$ cat config.mk
export PLATFORM = sky130hd
export DESIGN_NAME = internal_irq_source_control
export DESIGN_NICKNAME = d
export VERILOG_FILES = /design/src/rtl/irq_src_pkg.sv /design/src/rtl/internal_irq_source_control.sv
export SDC_FILE = /design/constraint.sdc
export NUM_CORES = 1
export LEC_CHECK = 0
export ABC_AREA = 0
export BUFFER_PORTS_ARGS = -buffer_cell sky130_fd_sc_hd__buf_2
export CAP_MARGIN = 5
export CORE_ASPECT_RATIO = 0.6
export CORE_UTILIZATION = 54
export CTS_CLUSTER_SIZE = 30
export DETAILED_ROUTE_END_ITERATION = 8
export PLACE_DENSITY_LB_ADDON = 0.12
export SYNTH_ARGS = -nofsm -noshare
export SYNTH_HDL_FRONTEND = slang
export SYNTH_SLANG_ARGS = --single-unit
$ cat constraint.sdc
create_clock -name pclk -period 2.6 [get_ports pclk]
set_input_delay 0 -clock pclk [delete_from_list [all_inputs] [get_ports pclk]]
set_output_delay 0 -clock pclk [all_outputs]
set_load 0.02 [all_outputs]
$ cat src/rtl/irq_src_pkg.sv
// package: register map, field layout and reset values of the internal source control block
package irq_src_pkg;
   // word indices as printed (all multiples of two); the byte address is four times the index
   localparam logic [7:0] IDX_REQUEST = 8'h2e;
   localparam logic [7:0] IDX_TIMER_STS = 8'h30;
   localparam logic [7:0] IDX_TIMER_CTL = 8'h32;
   localparam logic [7:0] IDX_DMA0_CTL = 8'h34;
   localparam logic [7:0] IDX_DMA1_CTL = 8'h36;
   localparam logic [7:0] IDX_WDOG_CTL = 8'h42;
   localparam logic [7:0] IDX_SERIAL_CTL = 8'h44;
   // own registers: shared mask view and priority threshold
   localparam logic [7:0] IDX_GLOBAL_MASK = 8'h28;
   localparam logic [7:0] IDX_PRIO_THRESH = 8'h2a;
   localparam int ADDR_W = 10;
   // control register fields
   localparam int MASK_BIT = 3;
   localparam int PRIO_LSB = 0;
   localparam int PRIO_W = 3;
   localparam int SER_FIXED_BIT = 4;
   // request register bit positions, status halt bit and source counts
   localparam int REQ_TMR = 0;
   localparam int REQ_DMA0 = 2;
   localparam int REQ_DMA1 = 3;
   localparam int REQ_EXT_LSB = 4;
   localparam int REQ_WDOG = 9;
   localparam int REQ_SERIAL = 10;
   localparam int STS_HALT = 15;
   localparam int NUM_EXT = 5;
   localparam int NUM_TMR = 3;
   // reset values
   localparam logic [15:0] CTL_RESET = 16'h000f;
   localparam logic [15:0] SER_CTL_RESET = 16'h001f;
   localparam logic [2:0] THRESH_RESET = 3'h7;
   // vector types
   localparam logic [7:0] VEC_TMR0 = 8'h08;
   localparam logic [7:0] VEC_TMR1 = 8'h12;
   localparam logic [7:0] VEC_TMR2 = 8'h13;
   localparam logic [7:0] VEC_DMA0 = 8'h0a;
   localparam logic [7:0] VEC_DMA1 = 8'h0b;
   localparam logic [7:0] VEC_WDOG = 8'h11;
   localparam logic [7:0] VEC_SERIAL = 8'h14;
   // internal sources in one order: timer, dma0, dma1, watchdog, serial
   localparam int NUM_SRC = 5;
   localparam int SRC_TMR = 0;
   localparam int SRC_DMA0 = 1;
   localparam int SRC_DMA1 = 2;
   localparam int SRC_WDOG = 3;
   localparam int SRC_SERIAL = 4;

   typedef struct packed {
      logic transmit_holding_empty;
      logic receive_data_ready;
      logic break_detected;
      logic framing_error_flag;
      logic parity_error_flag;
      logic overrun_error_flag;
   } serial_flags_t;

   typedef struct packed {
      logic [NUM_SRC-1:0] source_mask_bit;
      logic [NUM_SRC-1:0][PRIO_W-1:0] source_priority_field;
   } src_ctl_t;
endpackage : irq_src_pkg

$ cat src/rtl/internal_irq_source_control.sv
// internal interrupt source control: control, status and request registers on apb
//
// Notes on behaviour
// RQ1: timer, dma0 and dma1 control registers reset to 000Fh, upper bits zero.
// RQ2: control bit 3 masks the source when one.
// RQ3: each mask bit is one storage bit shared with the global mask view.
// RQ4: control bits 2..0 hold the source priority.
// RQ5: priority zero is highest, seven lowest.
// RQ6: unmasked source with priority above threshold is blocked.
// RQ7: timers use vectors 08h, 12h, 13h under one control register.
// RQ8: dma0 uses vector 0Ah, dma1 uses 0Bh.
// RQ9: watchdog source is timer 1 output, vector 11h.
// RQ10: watchdog control resets to 000Fh, mask bit 3, priority 2..0.
// RQ11: software writes zero to watchdog control bit 4.
// RQ12: software sets up the watchdog timer before its control register.
// RQ13: serial source uses vector 14h, request at bit 10.
// RQ14: serial control resets to 001Fh, bit 4 held at one.
// RQ15: status bit 15 suspends dma while one; software may write it.
// RQ16: halt bit sets on nonmaskable interrupt, clears on interrupt return.
// RQ17: software leaves halt bit alone while timer interrupts enabled.
// RQ18: status bits 2..0 show pending per-timer requests.
// RQ19: request bit 0 is the or of the three timer bits.
// RQ20: each internal source sets its request bit when it requests.
// RQ21: watchdog and dma request bits clear at their internal acknowledge.
// RQ22: serial request bit stays until its serial condition clears.
// RQ23: serial request is the or of six serial status flags; the code also ands that or with serial_irq_enable.
// RQ24: request bits 8..4 follow external pins 4..0 unlatched.
// RQ25: external devices hold request pins high until serviced.
// RQ26: request register is read-only; reserved bits read zero.
//
// Design decision made here: the APB register port.
`timescale 1ns/1ns
module internal_irq_source_control #(
   parameter logic [7:0] ID_TAG = 8'h5a  // arbitrary value, not used by logic
) (
   input wire logic pclk,
   input wire logic presetn,
   input wire logic psel,
   input wire logic penable,
   input wire logic pwrite,
   input wire logic [irq_src_pkg::ADDR_W-1:0] paddr,
   input wire logic [31:0] pwdata,
   input wire logic [3:0] pstrb,
   output logic [31:0] prdata,
   output logic pready,
   output logic pslverr,
   input wire logic [irq_src_pkg::NUM_TMR-1:0] timer_irq,
   input wire logic timer1_output,
   input wire logic [1:0] dma_done_irq,
   input wire logic [1:0] dma_ack,
   input wire logic wdog_ack,
   input wire logic [irq_src_pkg::NUM_TMR-1:0] timer_ack,
   input wire logic serial_irq_enable,
   input wire irq_src_pkg::serial_flags_t serial_flags,
   input wire logic [irq_src_pkg::NUM_EXT-1:0] external_pin_requests,
   input wire logic nmi_taken,
   input wire logic irq_return,
   output logic dma_suspend,
   output logic [irq_src_pkg::NUM_SRC-1:0] source_eligible,
   output irq_src_pkg::src_ctl_t src_ctl
);
   logic [irq_src_pkg::NUM_EXT-1:0] ext_meta;
   logic [irq_src_pkg::NUM_EXT-1:0] ext_sync;
   logic [irq_src_pkg::NUM_SRC-1:0] source_mask_bit;
   logic [irq_src_pkg::NUM_SRC-1:0][2:0] source_priority_field;
   logic [2:0] priority_threshold;
   logic dma_suspend_flag;
   logic [irq_src_pkg::NUM_TMR-1:0] per_timer_request_bits;
   logic [1:0] dma_channel_requests;
   logic watchdog_request;
   logic serial_request;
   logic wdog_prev;
   logic wr_en;
   logic rd_en;
   logic [7:0] word_idx;
   logic addr_ok;
   logic [15:0] wdata;
   logic [15:0] request_view;
   logic [15:0] status_view;
   logic [15:0] rdata_mux;
   logic [irq_src_pkg::NUM_SRC-1:0] ctl_hit;
   logic [irq_src_pkg::NUM_SRC-1:0] pending;

   // index kept as printed; byte address is four times it
   assign word_idx = paddr[9:2];
   assign wdata = pwdata[15:0];
   // a write without both low byte strobes (pstrb[1:0]) is dropped, but the access is still answered
   // ready low gates the take, so a request held into the answer cycle is not taken twice
   assign wr_en = psel & penable & pwrite & ~pready & addr_ok & (&pstrb[1:0]);
   assign rd_en = psel & penable & ~pwrite & ~pready;

   always_comb
   begin
      ctl_hit = '0;
      ctl_hit[irq_src_pkg::SRC_TMR] = word_idx == irq_src_pkg::IDX_TIMER_CTL;
      ctl_hit[irq_src_pkg::SRC_DMA0] = word_idx == irq_src_pkg::IDX_DMA0_CTL;
      ctl_hit[irq_src_pkg::SRC_DMA1] = word_idx == irq_src_pkg::IDX_DMA1_CTL;
      ctl_hit[irq_src_pkg::SRC_WDOG] = word_idx == irq_src_pkg::IDX_WDOG_CTL;
      ctl_hit[irq_src_pkg::SRC_SERIAL] = word_idx == irq_src_pkg::IDX_SERIAL_CTL;
      // unlisted indices answer with pslverr and read zero
      addr_ok = (|ctl_hit) || word_idx == irq_src_pkg::IDX_REQUEST
         || word_idx == irq_src_pkg::IDX_TIMER_STS || word_idx == irq_src_pkg::IDX_GLOBAL_MASK
         || word_idx == irq_src_pkg::IDX_PRIO_THRESH;
   end

   // external pins come from outside the clock domain
   // two cycles of latency on the pin view; harmless for held level requests
   always_ff @(posedge pclk or negedge presetn)
   begin
      if (!presetn)
      begin
         ext_meta <= '0;
         ext_sync <= '0;
      end
      else
      begin
         ext_meta <= external_pin_requests;
         ext_sync <= ext_meta;
      end
   end

   // watchdog bit 4 is not stored, so a stray one written there has no effect
   // per-source mask and priority, one generate entry per source
   for (genvar s = 0; s < irq_src_pkg::NUM_SRC; s++)
   begin : g_src
      always_ff @(posedge pclk or negedge presetn)
      begin
         if (!presetn)
         begin
            // RQ1 RQ10 RQ14 masked at lowest priority
            source_mask_bit[s] <= 1'b1;
            source_priority_field[s] <= irq_src_pkg::CTL_RESET[2:0];
         end
         else if (wr_en && ctl_hit[s])
         begin
            // RQ2 RQ4 mask and priority fields
            source_mask_bit[s] <= wdata[irq_src_pkg::MASK_BIT];
            source_priority_field[s] <= wdata[irq_src_pkg::PRIO_LSB +: irq_src_pkg::PRIO_W];
         end
         else if (wr_en && word_idx == irq_src_pkg::IDX_GLOBAL_MASK)
         begin
            // RQ3 same bit written via global view
            unique case (s)
               irq_src_pkg::SRC_TMR: source_mask_bit[s] <= wdata[irq_src_pkg::REQ_TMR];
               irq_src_pkg::SRC_DMA0: source_mask_bit[s] <= wdata[irq_src_pkg::REQ_DMA0];
               irq_src_pkg::SRC_DMA1: source_mask_bit[s] <= wdata[irq_src_pkg::REQ_DMA1];
               irq_src_pkg::SRC_WDOG: source_mask_bit[s] <= wdata[irq_src_pkg::REQ_WDOG];
               default: source_mask_bit[s] <= wdata[irq_src_pkg::REQ_SERIAL];
            endcase
         end
      end
   end

   always_ff @(posedge pclk or negedge presetn)
   begin
      // threshold resets to seven so every unmasked source may request
      if (!presetn)
      begin
         priority_threshold <= irq_src_pkg::THRESH_RESET;
      end
      else if (wr_en && word_idx == irq_src_pkg::IDX_PRIO_THRESH)
      begin
         priority_threshold <= wdata[2:0];
      end
   end

   // RQ15 RQ16 halt flag; hardware events win over a software write
   always_ff @(posedge pclk or negedge presetn)
   begin
      // a software write loses to an nmi or a return in the same cycle
      if (!presetn)
      begin
         dma_suspend_flag <= 1'b0;
      end
      else if (nmi_taken)
      begin
         dma_suspend_flag <= 1'b1;
      end
      else if (irq_return)
      begin
         dma_suspend_flag <= 1'b0;
      end
      else if (wr_en && word_idx == irq_src_pkg::IDX_TIMER_STS)
      begin
         dma_suspend_flag <= wdata[irq_src_pkg::STS_HALT];
      end
   end

   // RQ7 all three timers share the one timer-group control entry
   // RQ18 RQ20 per-timer requests; a new request beats its acknowledge
   for (genvar t = 0; t < irq_src_pkg::NUM_TMR; t++)
   begin : g_tmr
      // an acknowledge clears one timer only; the group bit follows the or
      always_ff @(posedge pclk or negedge presetn)
      begin
         if (!presetn)
         begin
            per_timer_request_bits[t] <= 1'b0;
         end
         else if (timer_irq[t])
         begin
            per_timer_request_bits[t] <= 1'b1;
         end
         else if (timer_ack[t])
         begin
            per_timer_request_bits[t] <= 1'b0;
         end
      end
   end

   // RQ8 each dma channel has its own control entry and request bit
   // RQ20 RQ21 dma requests set by channel, cleared by acknowledge
   for (genvar d = 0; d < 2; d++)
   begin : g_dma
      // a new completion in the acknowledge cycle keeps the request set
      always_ff @(posedge pclk or negedge presetn)
      begin
         if (!presetn)
         begin
            dma_channel_requests[d] <= 1'b0;
         end
         else if (dma_done_irq[d])
         begin
            dma_channel_requests[d] <= 1'b1;
         end
         else if (dma_ack[d])
         begin
            dma_channel_requests[d] <= 1'b0;
         end
      end
   end

   // RQ9 RQ21 watchdog request from rising edge of timer 1 output
   always_ff @(posedge pclk or negedge presetn)
   begin
      if (!presetn)
      begin
         wdog_prev <= 1'b0;
         watchdog_request <= 1'b0;
      end
      else
      begin
         // edge detect idles low, the quiet level of the timer output
         wdog_prev <= timer1_output;
         if (timer1_output && !wdog_prev)
         begin
            watchdog_request <= 1'b1;
         end
         else if (wdog_ack)
         begin
            watchdog_request <= 1'b0;
         end
      end
   end

   // RQ22 RQ23 serial request follows its flags, not the acknowledge
   always_ff @(posedge pclk or negedge presetn)
   begin
      // registered once so request view and eligibility see one value
      if (!presetn)
      begin
         serial_request <= 1'b0;
      end
      else
      begin
         serial_request <= serial_irq_enable & (|serial_flags);
      end
   end

   always_comb
   begin
      // reads zero after reset; software must not rely on that
      request_view = '0;
      // RQ19 timer group bit is the or
      request_view[irq_src_pkg::REQ_TMR] = |per_timer_request_bits;
      request_view[irq_src_pkg::REQ_DMA0] = dma_channel_requests[0];
      request_view[irq_src_pkg::REQ_DMA1] = dma_channel_requests[1];
      // RQ24 pins reflected, no latch
      request_view[irq_src_pkg::REQ_EXT_LSB +: irq_src_pkg::NUM_EXT] = ext_sync;
      request_view[irq_src_pkg::REQ_WDOG] = watchdog_request;
      // RQ13 serial at bit 10
      request_view[irq_src_pkg::REQ_SERIAL] = serial_request;
      status_view = '0;
      status_view[irq_src_pkg::STS_HALT] = dma_suspend_flag;
      status_view[irq_src_pkg::NUM_TMR-1:0] = per_timer_request_bits;
      pending = '0;
      pending[irq_src_pkg::SRC_TMR] = |per_timer_request_bits;
      pending[irq_src_pkg::SRC_DMA0] = dma_channel_requests[0];
      pending[irq_src_pkg::SRC_DMA1] = dma_channel_requests[1];
      pending[irq_src_pkg::SRC_WDOG] = watchdog_request;
      pending[irq_src_pkg::SRC_SERIAL] = serial_request;
   end

   // RQ26 read mux; request register is read only, reserved reads zero
   always_comb
   begin
      rdata_mux = '0;
      if (ctl_hit[irq_src_pkg::SRC_TMR])
      begin
         rdata_mux = {12'h000, source_mask_bit[0], source_priority_field[0]};
      end
      else if (ctl_hit[irq_src_pkg::SRC_DMA0])
      begin
         rdata_mux = {12'h000, source_mask_bit[1], source_priority_field[1]};
      end
      else if (ctl_hit[irq_src_pkg::SRC_DMA1])
      begin
         rdata_mux = {12'h000, source_mask_bit[2], source_priority_field[2]};
      end
      else if (ctl_hit[irq_src_pkg::SRC_WDOG])
      begin
         rdata_mux = {12'h000, source_mask_bit[3], source_priority_field[3]};
      end
      else if (ctl_hit[irq_src_pkg::SRC_SERIAL])
      begin
         // RQ14 bit 4 always reads one
         rdata_mux = {11'h000, 1'b1, source_mask_bit[4], source_priority_field[4]};
      end
      else if (word_idx == irq_src_pkg::IDX_REQUEST)
      begin
         rdata_mux = request_view;
      end
      else if (word_idx == irq_src_pkg::IDX_TIMER_STS)
      begin
         rdata_mux = status_view;
      end
      else if (word_idx == irq_src_pkg::IDX_GLOBAL_MASK)
      begin
         // global view: timer bit 0, dma bits 3..2, watchdog 9, serial 10
         rdata_mux[irq_src_pkg::REQ_TMR] = source_mask_bit[0];
         rdata_mux[irq_src_pkg::REQ_DMA0] = source_mask_bit[1];
         rdata_mux[irq_src_pkg::REQ_DMA1] = source_mask_bit[2];
         rdata_mux[irq_src_pkg::REQ_WDOG] = source_mask_bit[3];
         rdata_mux[irq_src_pkg::REQ_SERIAL] = source_mask_bit[4];
      end
      else if (word_idx == irq_src_pkg::IDX_PRIO_THRESH)
      begin
         rdata_mux = {13'h0000, priority_threshold};
      end
   end

   // apb answer one cycle into the access phase
   always_ff @(posedge pclk or negedge presetn)
   begin
      if (!presetn)
      begin
         pready <= 1'b0;
         pslverr <= 1'b0;
         prdata <= '0;
      end
      else
      begin
         pready <= psel & penable & ~pready;
         // pslverr only for unmapped words; nothing is written then
         pslverr <= psel & penable & ~pready & ~addr_ok;
         // prdata changes only on reads, so it stands until the next one
         if (rd_en)
            prdata <= {16'h0000, rdata_mux};
      end
   end

   // RQ5 RQ6 eligibility: lower code is higher priority, above threshold blocked
   always_ff @(posedge pclk or negedge presetn)
   begin
      if (!presetn)
      begin
         source_eligible <= '0;
         dma_suspend <= 1'b0;
         src_ctl <= '0;
      end
      else
      begin
         // eligibility lags the registers by one cycle
         for (int i = 0; i < irq_src_pkg::NUM_SRC; i++)
         begin
            source_eligible[i] <= pending[i] & ~source_mask_bit[i]
               & (source_priority_field[i] <= priority_threshold);
         end
         dma_suspend <= dma_suspend_flag;
         // a flop copy lets the arbiter read mask and priority without a long path
         src_ctl.source_mask_bit <= source_mask_bit;
         src_ctl.source_priority_field <= source_priority_field;
      end
   end
endmodule : internal_irq_source_control

* Word level (Yosys, flattened, before mapping)
Index checks and enable logic that the tools add are counted.
** Word-level totals
- Register bits after elaboration :: 86
- Output and inout port bits :: 60
- Input bits :: 77
- Logic and storage cells :: 144
** Cells by class
- Equal/unequal tests :: 9
- Reductions and logical operators :: 30
- $lt $le $gt $ge :: 5
- Bitwise logic cells :: 28
- Mux-type cells :: 39
** Operator list (number)
- 2-to-1 mux 16 bit :: 7
- == test 8 x 6 -> 1 bit, second input constant :: 7
- 2-to-1 mux 1 bit :: 27
- nonzero test 2 bit :: 11
- bitwise AND 1 bit :: 20
- == test 8 x 7 -> 1 bit, second input constant :: 2
- less-or-equal comparator 3 bit :: 5
- 2-to-1 mux 5 bit :: 2
- logical AND 1 bit :: 9
- NOT 1 bit :: 8
- OR reduction 6 bit :: 1
- OR reduction 5 bit :: 1
- logical OR 1 bit :: 4
- 2-to-1 mux 2 bit :: 2
- 2-to-1 mux 3 bit :: 1
- nonzero test 3 bit :: 1
- OR reduction 3 bit :: 1
- AND reduction 2 bit :: 1
- zero test 1 bit :: 1

* Logic depth before layout (Yosys ltp)
Gate-level depths: netlist of run 1.
- Depth after elaboration :: 12
- Gate-level depth with buffers :: 7
- Depth with buffers taken out :: 7

* Worst setup path before layout of run 1
OpenSTA, ideal clock, no wires.
- Path kind :: reg2reg
- Start :: reg pready
- End :: reg source_priority_field[13] (netlist bit)
- Path slack :: 758 ps
- Cell stages (with the launch flop) :: 6
- Data required time :: 2518 ps
- Arrival :: 1760 ps
- Library setup time :: 82 ps
- Path buffers :: 1
- Clock period less this slack :: 1842 ps
- Cell sequence :: dfrtp_1 -> and3b_1 -> nand4_1 -> buf_1 -> nor3_1 -> mux2_2
** On the way
- Longest elaborated chain between the ends :: 5
** Ends and longest elaborated chain
- start, declared :: line internal_irq_source_control.sv:45 : output logic pready,
- start signal, assigned :: line internal_irq_source_control.sv:353 : pready <= psel & penable & ~pready;
- NOT 1 bit :: line internal_irq_source_control.sv:89 : assign wr_en = psel & penable & pwrite & ~pready & addr_ok & (&pstrb[1:0]);
- bitwise AND 1 bit (3 in series) :: line internal_irq_source_control.sv:89
- logical AND 1 bit :: line internal_irq_source_control.sv:134 : else if (wr_en && ctl_hit[s])
- end signal, assigned by index :: line internal_irq_source_control.sv:132 : source_priority_field[s] <= irq_src_pkg::CTL_RESET[2:0];
- end signal, assigned by index :: line internal_irq_source_control.sv:138 : source_priority_field[s] <= wdata[irq_src_pkg::PRIO_LSB +: irq_src_pkg::PRIO_W];
- end, declared :: line internal_irq_source_control.sv:65 : logic [irq_src_pkg::NUM_SRC-1:0][2:0] source_priority_field;
No other way between the ends.
A chain may end at the register's enable or synchronous reset.

* Final worst setup path of run 1
- Start :: reg pready
- End :: reg dma_suspend_flag
** On the way
- Longest elaborated chain between the ends :: 6
** Ends and longest elaborated chain
- NOT 1 bit :: line internal_irq_source_control.sv:89
- bitwise AND 1 bit (3 in series) :: line internal_irq_source_control.sv:89
- logical AND 1 bit :: line internal_irq_source_control.sv:183 : else if (wr_en && word_idx == irq_src_pkg::IDX_TIMER_STS)
- nonzero test 3 bit (no source line)
- end signal, assigned :: line internal_irq_source_control.sv:185 : dma_suspend_flag <= wdata[irq_src_pkg::STS_HALT];
- end, declared :: line internal_irq_source_control.sv:67 : logic dma_suspend_flag;
No other way between the ends.

==> results.cfg, run 1 <==
[power_and_ir_drop]
p_seq_share_pct = 47.2
swShare_pct = 23.9
p_total_mw = 2.84
power_density_nw_per_um2 = 584
p_clk_share_pct = 43.0
comb_power_share_pct = 9.7
cellLeakagePower_nw = 2.29
vdd_drop_max_mv = 0.433
p_switching_mw = 0.679
p_int_mw = 2.16

[placed_design]
place_hpwl_um = 6670
dp.cells = 505
routabilityCongestion = 0.916
pre_cts_slack_ns = 0.662
io_buffers = 87

[floorplanning]
die_x_um = 111
ios = 137
rows = 23
coreArea_um2 = 6790
die_h_um = 67.5
initial_core_util_pct = 56.9
die_area_um2 = 7510

[sta]
tightest_slew_ns = 1.01
period_needed_ns = 2.20
timing.setup.tns_ns = 0
setup_viol = 0
skew_ns = 0.00573
setup_slack_ns = 0.397
holdWs_ns = 0.0186
final-hold-violation-count = 0
period_share_pct = 84.7
worst_slew_margin_rel_pct = 32.6
drv_slew = 0
max_freq_ghz = 0.454
rsz0062_at_grt = no

[logic_synthesis]
synth_cells = 340
synth.avg_cell_area_um2 = 11.4
ys_warn_count = 0
synth-async-reset-ratio_pct = 100
ys_ff_latch = 82
yosysSeqAreaShare_pct = 53.9
netlist_area_um2 = 3860
ys_types = 62
ys_dominant_reg_cell = dfrtp_1
synth_edf_count = 0

[clock_tree]
cts_tree = yes
clkTransAtPathRegs_ns = 0.06
numClockSinks = 82
root_buffer = clkbuf_16
post_cts_buffers = 0
cts.path.max_buffers = 2
cts_resized = 0
htreeDepth = 3
holdBufCountCts = 27
cts-buffers-inserted = 9
clk_latency_ns = 0.34

[drt]
drc = 18
drt_first_pass_iters = 7
wl_um = 9440
ant_nets = 0
via_count = 3078
avgViaCountPerCell = 5.62
wl_per_cell_um = 17.2
drtIter0Drc = 239

[run]
maxCapViolations = 0

[status]
status = finished, violations left
violations = DRC

[setup_path]
critPathMaxFanout = 13
end_kind = flop
critPathLaunchType = flop
crit_type = reg2reg
cp_data_arrival_time_ns = 2.42
crit_required_ns = 2.82
r2r_cells = 7

[grt]
gr-total-overflow = 0
first_global_vias = 2855
antenna_found_initial = 0
grt_usage_pct = 27.2
grt_max_degree = 83
grt_pass1_wl_um = 14900

[layout]
area_growth_pct = 25.9
drive_above_1_share_pct = 32.1
fin_nets = 548
nFillCells = 492
instances_no_fill = 548
antenna_cells = 0

[hold_path]
hold_path_class = in2reg
min_delay_path_depth = 2
[cell usage after synthesis (6+ instances only)]
cell / n / area share [%]
nor2_1: 15 / 1.5
a21o_1: 11 / 2.1
a31oi_1: 7 / 1.1
ha_1: 15 / 4.9
dfstp_2: 23 / 16
inv_1: 21 / 2.0
nor3_1: 10 / 1.3
nand3_1: 6 / 0.78
nand2_1: 16 / 1.6
mux2_2: 7 / 2.0
mux2_1: 11 / 3.2
o21ai_0: 15 / 1.9
dfrtp_1: 59 / 38
a21oi_1: 20 / 2.6
buf_4: 20 / 3.9
[kinds of logic after synthesis]
kind of cell    after synthesis  synth area share [%]
fa+ha+maj                    15                  4.86
flops                        82                  53.9
buf+inv                      52                  7.13
simple gates                 81                  12.8
mux                          20                  5.77
compound gates               89                  15.5
other cells                   1                0.0971
[critical path: stages (launching register included)]
cell           delay (ns)
dfrtp_1              0.39
and3b_1              0.27
nand4_1              0.11
buf_4                0.20
nor4_2               0.27
mux2i_1              0.22
o21bai_1             0.07
dlygate4sd3_1        0.55
[flip-flops by register name, summed over array words and instances (netlist names), 2 cells and up]
signal	cells
source_eligible	5
priority_threshold	3
source_priority_field	15
source_mask_bit	5
src_ctl	20
dma_channel_requests	2
prdata	12
per_timer_request_bits	3
ext_meta	5
ext_sync	5
[power by group through the flow]
stage / combinational [mW] / sequential, mW / clock (mW)
finish: 0.277 / 1.34 / 1.22
detailed placement: 0.241 / 1.36 / 0
global route: 0.301 / 1.34 / 1.29
CTS: 0.276 / 1.34 / 1.24
global placement: 0.237 / 1.36 / 0
floorplan: 0.132 / 1.38 / 0
[worst paths after layout]
path / from / endpoint / slack, ns
setup / recovery: pready$_DFF_PN0_ / dma_suspend_flag$_DFFE_PN0P_ / 0.40
setup reg to reg: pready$_DFF_PN0_ / dma_suspend_flag$_DFFE_PN0P_ / 0.40
min in group asynchronous: presetn / src_ctl[2]$_DFF_PN0_ / 0.37
hold / removal: penable / pready$_DFF_PN0_ / 0.02
hold reg to reg: ext_meta[3]$_DFF_PN0_ / ext_sync[3]$_DFF_PN0_ / 0.35
max in group asynchronous: presetn / src_ctl[7]$_DFF_PN0_ / 1.55
[through the flow]
stage | instance area (um2) | utilization [%]
after floorplan | 3930 | -
after global placement | 4310 | 63.4
after detailed placement | 4310 | 63.4
after CTS | 4860 | 71.6
after global routing | 4860 | 71.6
final | 4860 | 71.6
[cells in the final DEF, fill, tap and decap left out, types with 3 or more instances in the layout]
| cell type | Yosys | routed |
|---|---|---|
| buf_2 | 4 | 86 |
| dfrtp_1 | 59 | 59 |
| dlygate4sd3_1 | 0 | 27 |
| dfstp_2 | 23 | 23 |
| inv_1 | 21 | 21 |
| a21oi_1 | 20 | 20 |
| conb_1 | 1 | 20 |
| nand2_1 | 16 | 16 |
| o21ai_0 | 15 | 15 |
| nor2_1 | 15 | 15 |
| ha_1 | 15 | 15 |
| a21o_1 | 11 | 11 |
| mux2_1 | 11 | 11 |
| nor3_1 | 10 | 10 |
| clkbuf_16 | 0 | 9 |
| a31oi_1 | 7 | 7 |
| mux2_2 | 7 | 7 |
| nand3_1 | 6 | 6 |
| o22ai_1 | 5 | 5 |
| nor2b_1 | 4 | 4 |
| a32oi_1 | 4 | 4 |
| a22o_1 | 4 | 4 |
| clkinv_2 | 0 | 4 |
| buf_4 | 20 | 4 |
| nor3b_1 | 3 | 3 |
| a211oi_1 | 3 | 3 |
| or3_1 | 3 | 3 |
[routing by layer]
metal / part of all wire (%) / global-route usage (%) / vias up / wire, um
met3: 10 / 9.69 / 13 / 960
li1: - / - / 1427 / -
met1: 47 / 38.9 / 1474 / 4460
met5: 0 / 0 / - / 0
met2: 42 / 38.9 / 164 / 3920
met4: 1.0 / 7.94 / 0 / 97
[layout make-up]
| cell class | instances | area (um2) | area share, % |
|---|---|---|---|
| repair buffers | 117 | 731 | 15.0 |
| clock inverters | 6 | 57.6 | 1.18 |
| flip-flops and latches | 82 | 2080 | 42.8 |
| well taps | 87 | 109 | 2.24 |
| clock buffers | 10 | 229 | 4.71 |
| multi-input cells | 225 | 1580 | 32.4 |
| inverters | 21 | 78.8 | 1.62 |
Note: power is estimated with default switching activity, not from simulation.
==> run 2, diff against run 1 <==
Settings changed: ABC_AREA 0 to 1, CORE_UTILIZATION 54 to 50.
Clock period 2.6 ns to 2.1 ns, I/O delays scaled along.
==> run 2 against run 1 <==
  * The run now ends clean
  * Flip-flop and latch count unchanged
  * Wire length is 7.2% lower
  * Clock skew fell by 0.0023 ns
  * Core utilization is 4.5 points lower
  * Register-to-register slack got worse by 0.27 ns
  * Power is 29% higher
  * Design area rose by 1.6%
  * Maximum frequency grew 12%
  * Clock-buffer cell count decreased by 1
  * Largest cell class unchanged
  * Largest power group is now the clock network
  * Highest routed layer unchanged
==> results.cfg, run 2 <==
[power_and_ir_drop]
p_seq_share_pct = 44.5
vdd_drop_max_mv = 0.420
p_switching_mw = 0.778
p_int_mw = 2.87
power_density_nw_per_um2 = 739
comb_power_share_pct = 7.0
p_total_mw = 3.65
cellLeakagePower_nw = 2.63
swShare_pct = 21.3
p_clk_share_pct = 48.4

[setup_path]
r2r_setup_slack_ns = 0.13
crit_required_ns = 2.32
r2r_cells = 7
cp_data_arrival_time_ns = 2.19
end_kind = flop
critPathMaxFanout = 12
r2r-start = pready$_DFF_PN0_
crit_type = reg2reg
critPathLaunchType = flop
reg2reg_to = dma_suspend_flag$_DFFE_PN0P_

[logic_synthesis]
ys_types = 33
synth_cells = 400
ys_dominant_reg_cell = dfrtp_1
yosysSeqAreaShare_pct = 54.2
synth-async-reset-ratio_pct = 100
yosysTopAreaCellShare_pct = 38.4
synth.avg_cell_area_um2 = 9.61
yosysMostFrequentCell = nand2_1
synth_edf_count = 0
ys_ff_latch = 82
synth.area.top_cells = dfrtp_1 38%, dfstp_2 16%, nand2_1 8.8%
netlist_area_um2 = 3840
synthTopCellsByCount = 90 x nand2_1, 59 x dfrtp_1, 48 x inv_1, 23 x dfstp_2, 21 x buf_4
synth_area_leader_cell = dfrtp_1
ys_warn_count = 0

[sta]
period_share_pct = 94.0
worst_slew_margin_rel_pct = 65.6
tightest_slew_ns = 0.513
timing.setup.tns_ns = 0
setup_viol = 0
skew_ns = 0.00344
final-hold-violation-count = 0
max_freq_ghz = 0.507
drv_slew = 0
rsz0062_at_grt = no
period_needed_ns = 1.97

[drt]
ant_nets = 0
drc = 0
avgViaCountPerCell = 4.82
wl_um = 8760
drtIter0Drc = 131
drt_first_pass_iters = 4
via_count = 3044
wl_per_cell_um = 13.9

[clock_tree]
htreeDepth = 3
post_cts_buffers = 0
cts_tree = yes
root_buffer = clkbuf_16
cts.path.max_buffers = 2
clk_latency_ns = 0.34
clkTransAtPathRegs_ns = 0.06
numClockSinks = 82
cts-buffers-inserted = 9

[layout]
largest_register_ffs = 20
area_growth_pct = 28.6
mostFrequentLayoutCells = 90 x nand2_1, 86 x buf_2, 59 x dfrtp_1
top_regs = src_ctl (20), source_priority_field (15), prdata (12)
fin_nets = 614
nFillCells = 598
drive_above_1_share_pct = 29.8
antenna_cells = 0
final_common_cell = nand2_1
top_register = src_ctl

[grt]
first_global_vias = 2942
grt_usage_pct = 23.9
grt_max_degree = 35
grt_pass1_wl_um = 14300
gr-total-overflow = 0
antenna_found_initial = 0

[floorplanning]
die_x_um = 115
rows = 24
die_area_um2 = 8050
ios = 137
die_h_um = 69.9
initial_core_util_pct = 52.2
coreArea_um2 = 7360

[placed_design]
io_buffers = 87
routabilityCongestion = 0.882
place_hpwl_um = 6320

[hold_path]
holdPathEnd = source_mask_bit[3]$_DFFE_PN1P_
min_delay_path_depth = 5
hold_path_class = in2reg
min_from = pwdata[9]

[status]
status = completed

[run]
maxCapViolations = 0
[run 2: cell count changes after synthesis, sizes merged, moves of 5 or more]
cell | before | now
o21bai | 1 | 6
mux2 | 18 | 0
nand2 | 18 | 97
a31oi | 7 | 0
inv | 21 | 52
a21oi | 20 | 11
nand3b | 0 | 7
nand4 | 2 | 8
a21o | 11 | 1
o21ai | 16 | 30
nand3 | 6 | 24
nor3 | 12 | 7
[run 2: worst max-delay path by stage]
| stage | start | cells past startpoint | end | slack, ns |
|---|---|---|---|---|
| 6_report | pready$_DFF_PN0_ | 7 | dma_suspend_flag$_DFFE_PN0P_ | 0.13 |
| 5_1_grt | pready$_DFF_PN0_ | 7 | dma_suspend_flag$_DFFE_PN0P_ | 0.002 |
| 4_1_cts | pready$_DFF_PN0_ | 7 | dma_suspend_flag$_DFFE_PN0P_ | 0.11 |
| 3_5_place_dp | paddr[8] | 13 | source_mask_bit[4]$_DFFE_PN1P_ | 0.44 |
| 3_3_place_gp | paddr[8] | 13 | source_mask_bit[3]$_DFFE_PN1P_ | 0.48 |
| 2_1_floorplan | pready$_DFF_PN0_ | 6 | dma_suspend_flag$_DFFE_PN0P_ | 0.62 |
[run 2: final cells by class]
class | instances | area, um2 | area share [%]
sequential | 82 | 2080 | 42.1
clock inverter | 7 | 116 | 2.36
timing repair buffer | 117 | 744 | 15.1
inverter | 52 | 195 | 3.95
clock buffer | 9 | 225 | 4.56
multi-input combinational | 260 | 1450 | 29.3
tap | 104 | 130 | 2.63
[run 2: cells by family after synthesis]
logic type	share of synthesized area, %
and+or+nand+nor	21.7
DFF	54.2
buffers and inverters	10.0
AOI/OAI and AO/OA	9.12
adders and majority gates	4.88
other	0.0976
[run 2: repair_timing]
action / in CTS / in global routing
gates resized for setup: 0 / 1
hold buffers: 26 / 0
endpoints found under the setup margin: 0 / 1
endpoints found under the hold margin: 65 / 0
[run 2: critical path, cell delays in order, from the launching register on]
cell and delay, ns:
dfrtp_1 0.37, nand3b_1 0.20, nor2_1 0.14, buf_6 0.21, nand4_1 0.15, o21ai_0 0.17
nand2_1 0.07, dlygate4sd3_1 0.55
[run 2: power by group through the flow]
| stage | Clock, mW | Sequential, mW | Combinational, mW |
|---|---|---|---|
| CTS | 1.79 | 1.63 | 0.258 |
| global placement | 0 | 1.65 | 0.213 |
| detailed placement | 0 | 1.65 | 0.218 |
| floorplan | 0 | 1.66 | 0.123 |
| global route | 1.86 | 1.63 | 0.287 |
| finish | 1.77 | 1.63 | 0.257 |
[run 2: through the flow]
step	setup slack (ns)	area [um2]	hold slack, ns	utilization, %	instances
floorplan	0.623	3910	-0.296	-	419
global placement	0.476	4330	-0.0277	58.9	589
detailed placement	0.441	4330	-0.0239	58.9	589
CTS	0.115	4940	0.00851	67.1	631
global route	0.00241	4940	0.0386	67.1	631
finish	0.127	4940	0.0193	67.1	631
[run 2: metal layers]
metal | vias to the layer above | wire [um] | share of wire (%) | GRT usage (%)
met4 | 0 | 94 | 1.1 | 6.93
met3 | 11 | 625 | 7.1 | 6.51
met2 | 128 | 3850 | 44 | 36.7
li1 | 1514 | - | - | -
met1 | 1391 | 4200 | 48 | 33.4
met5 | - | 0 | 0 | 0
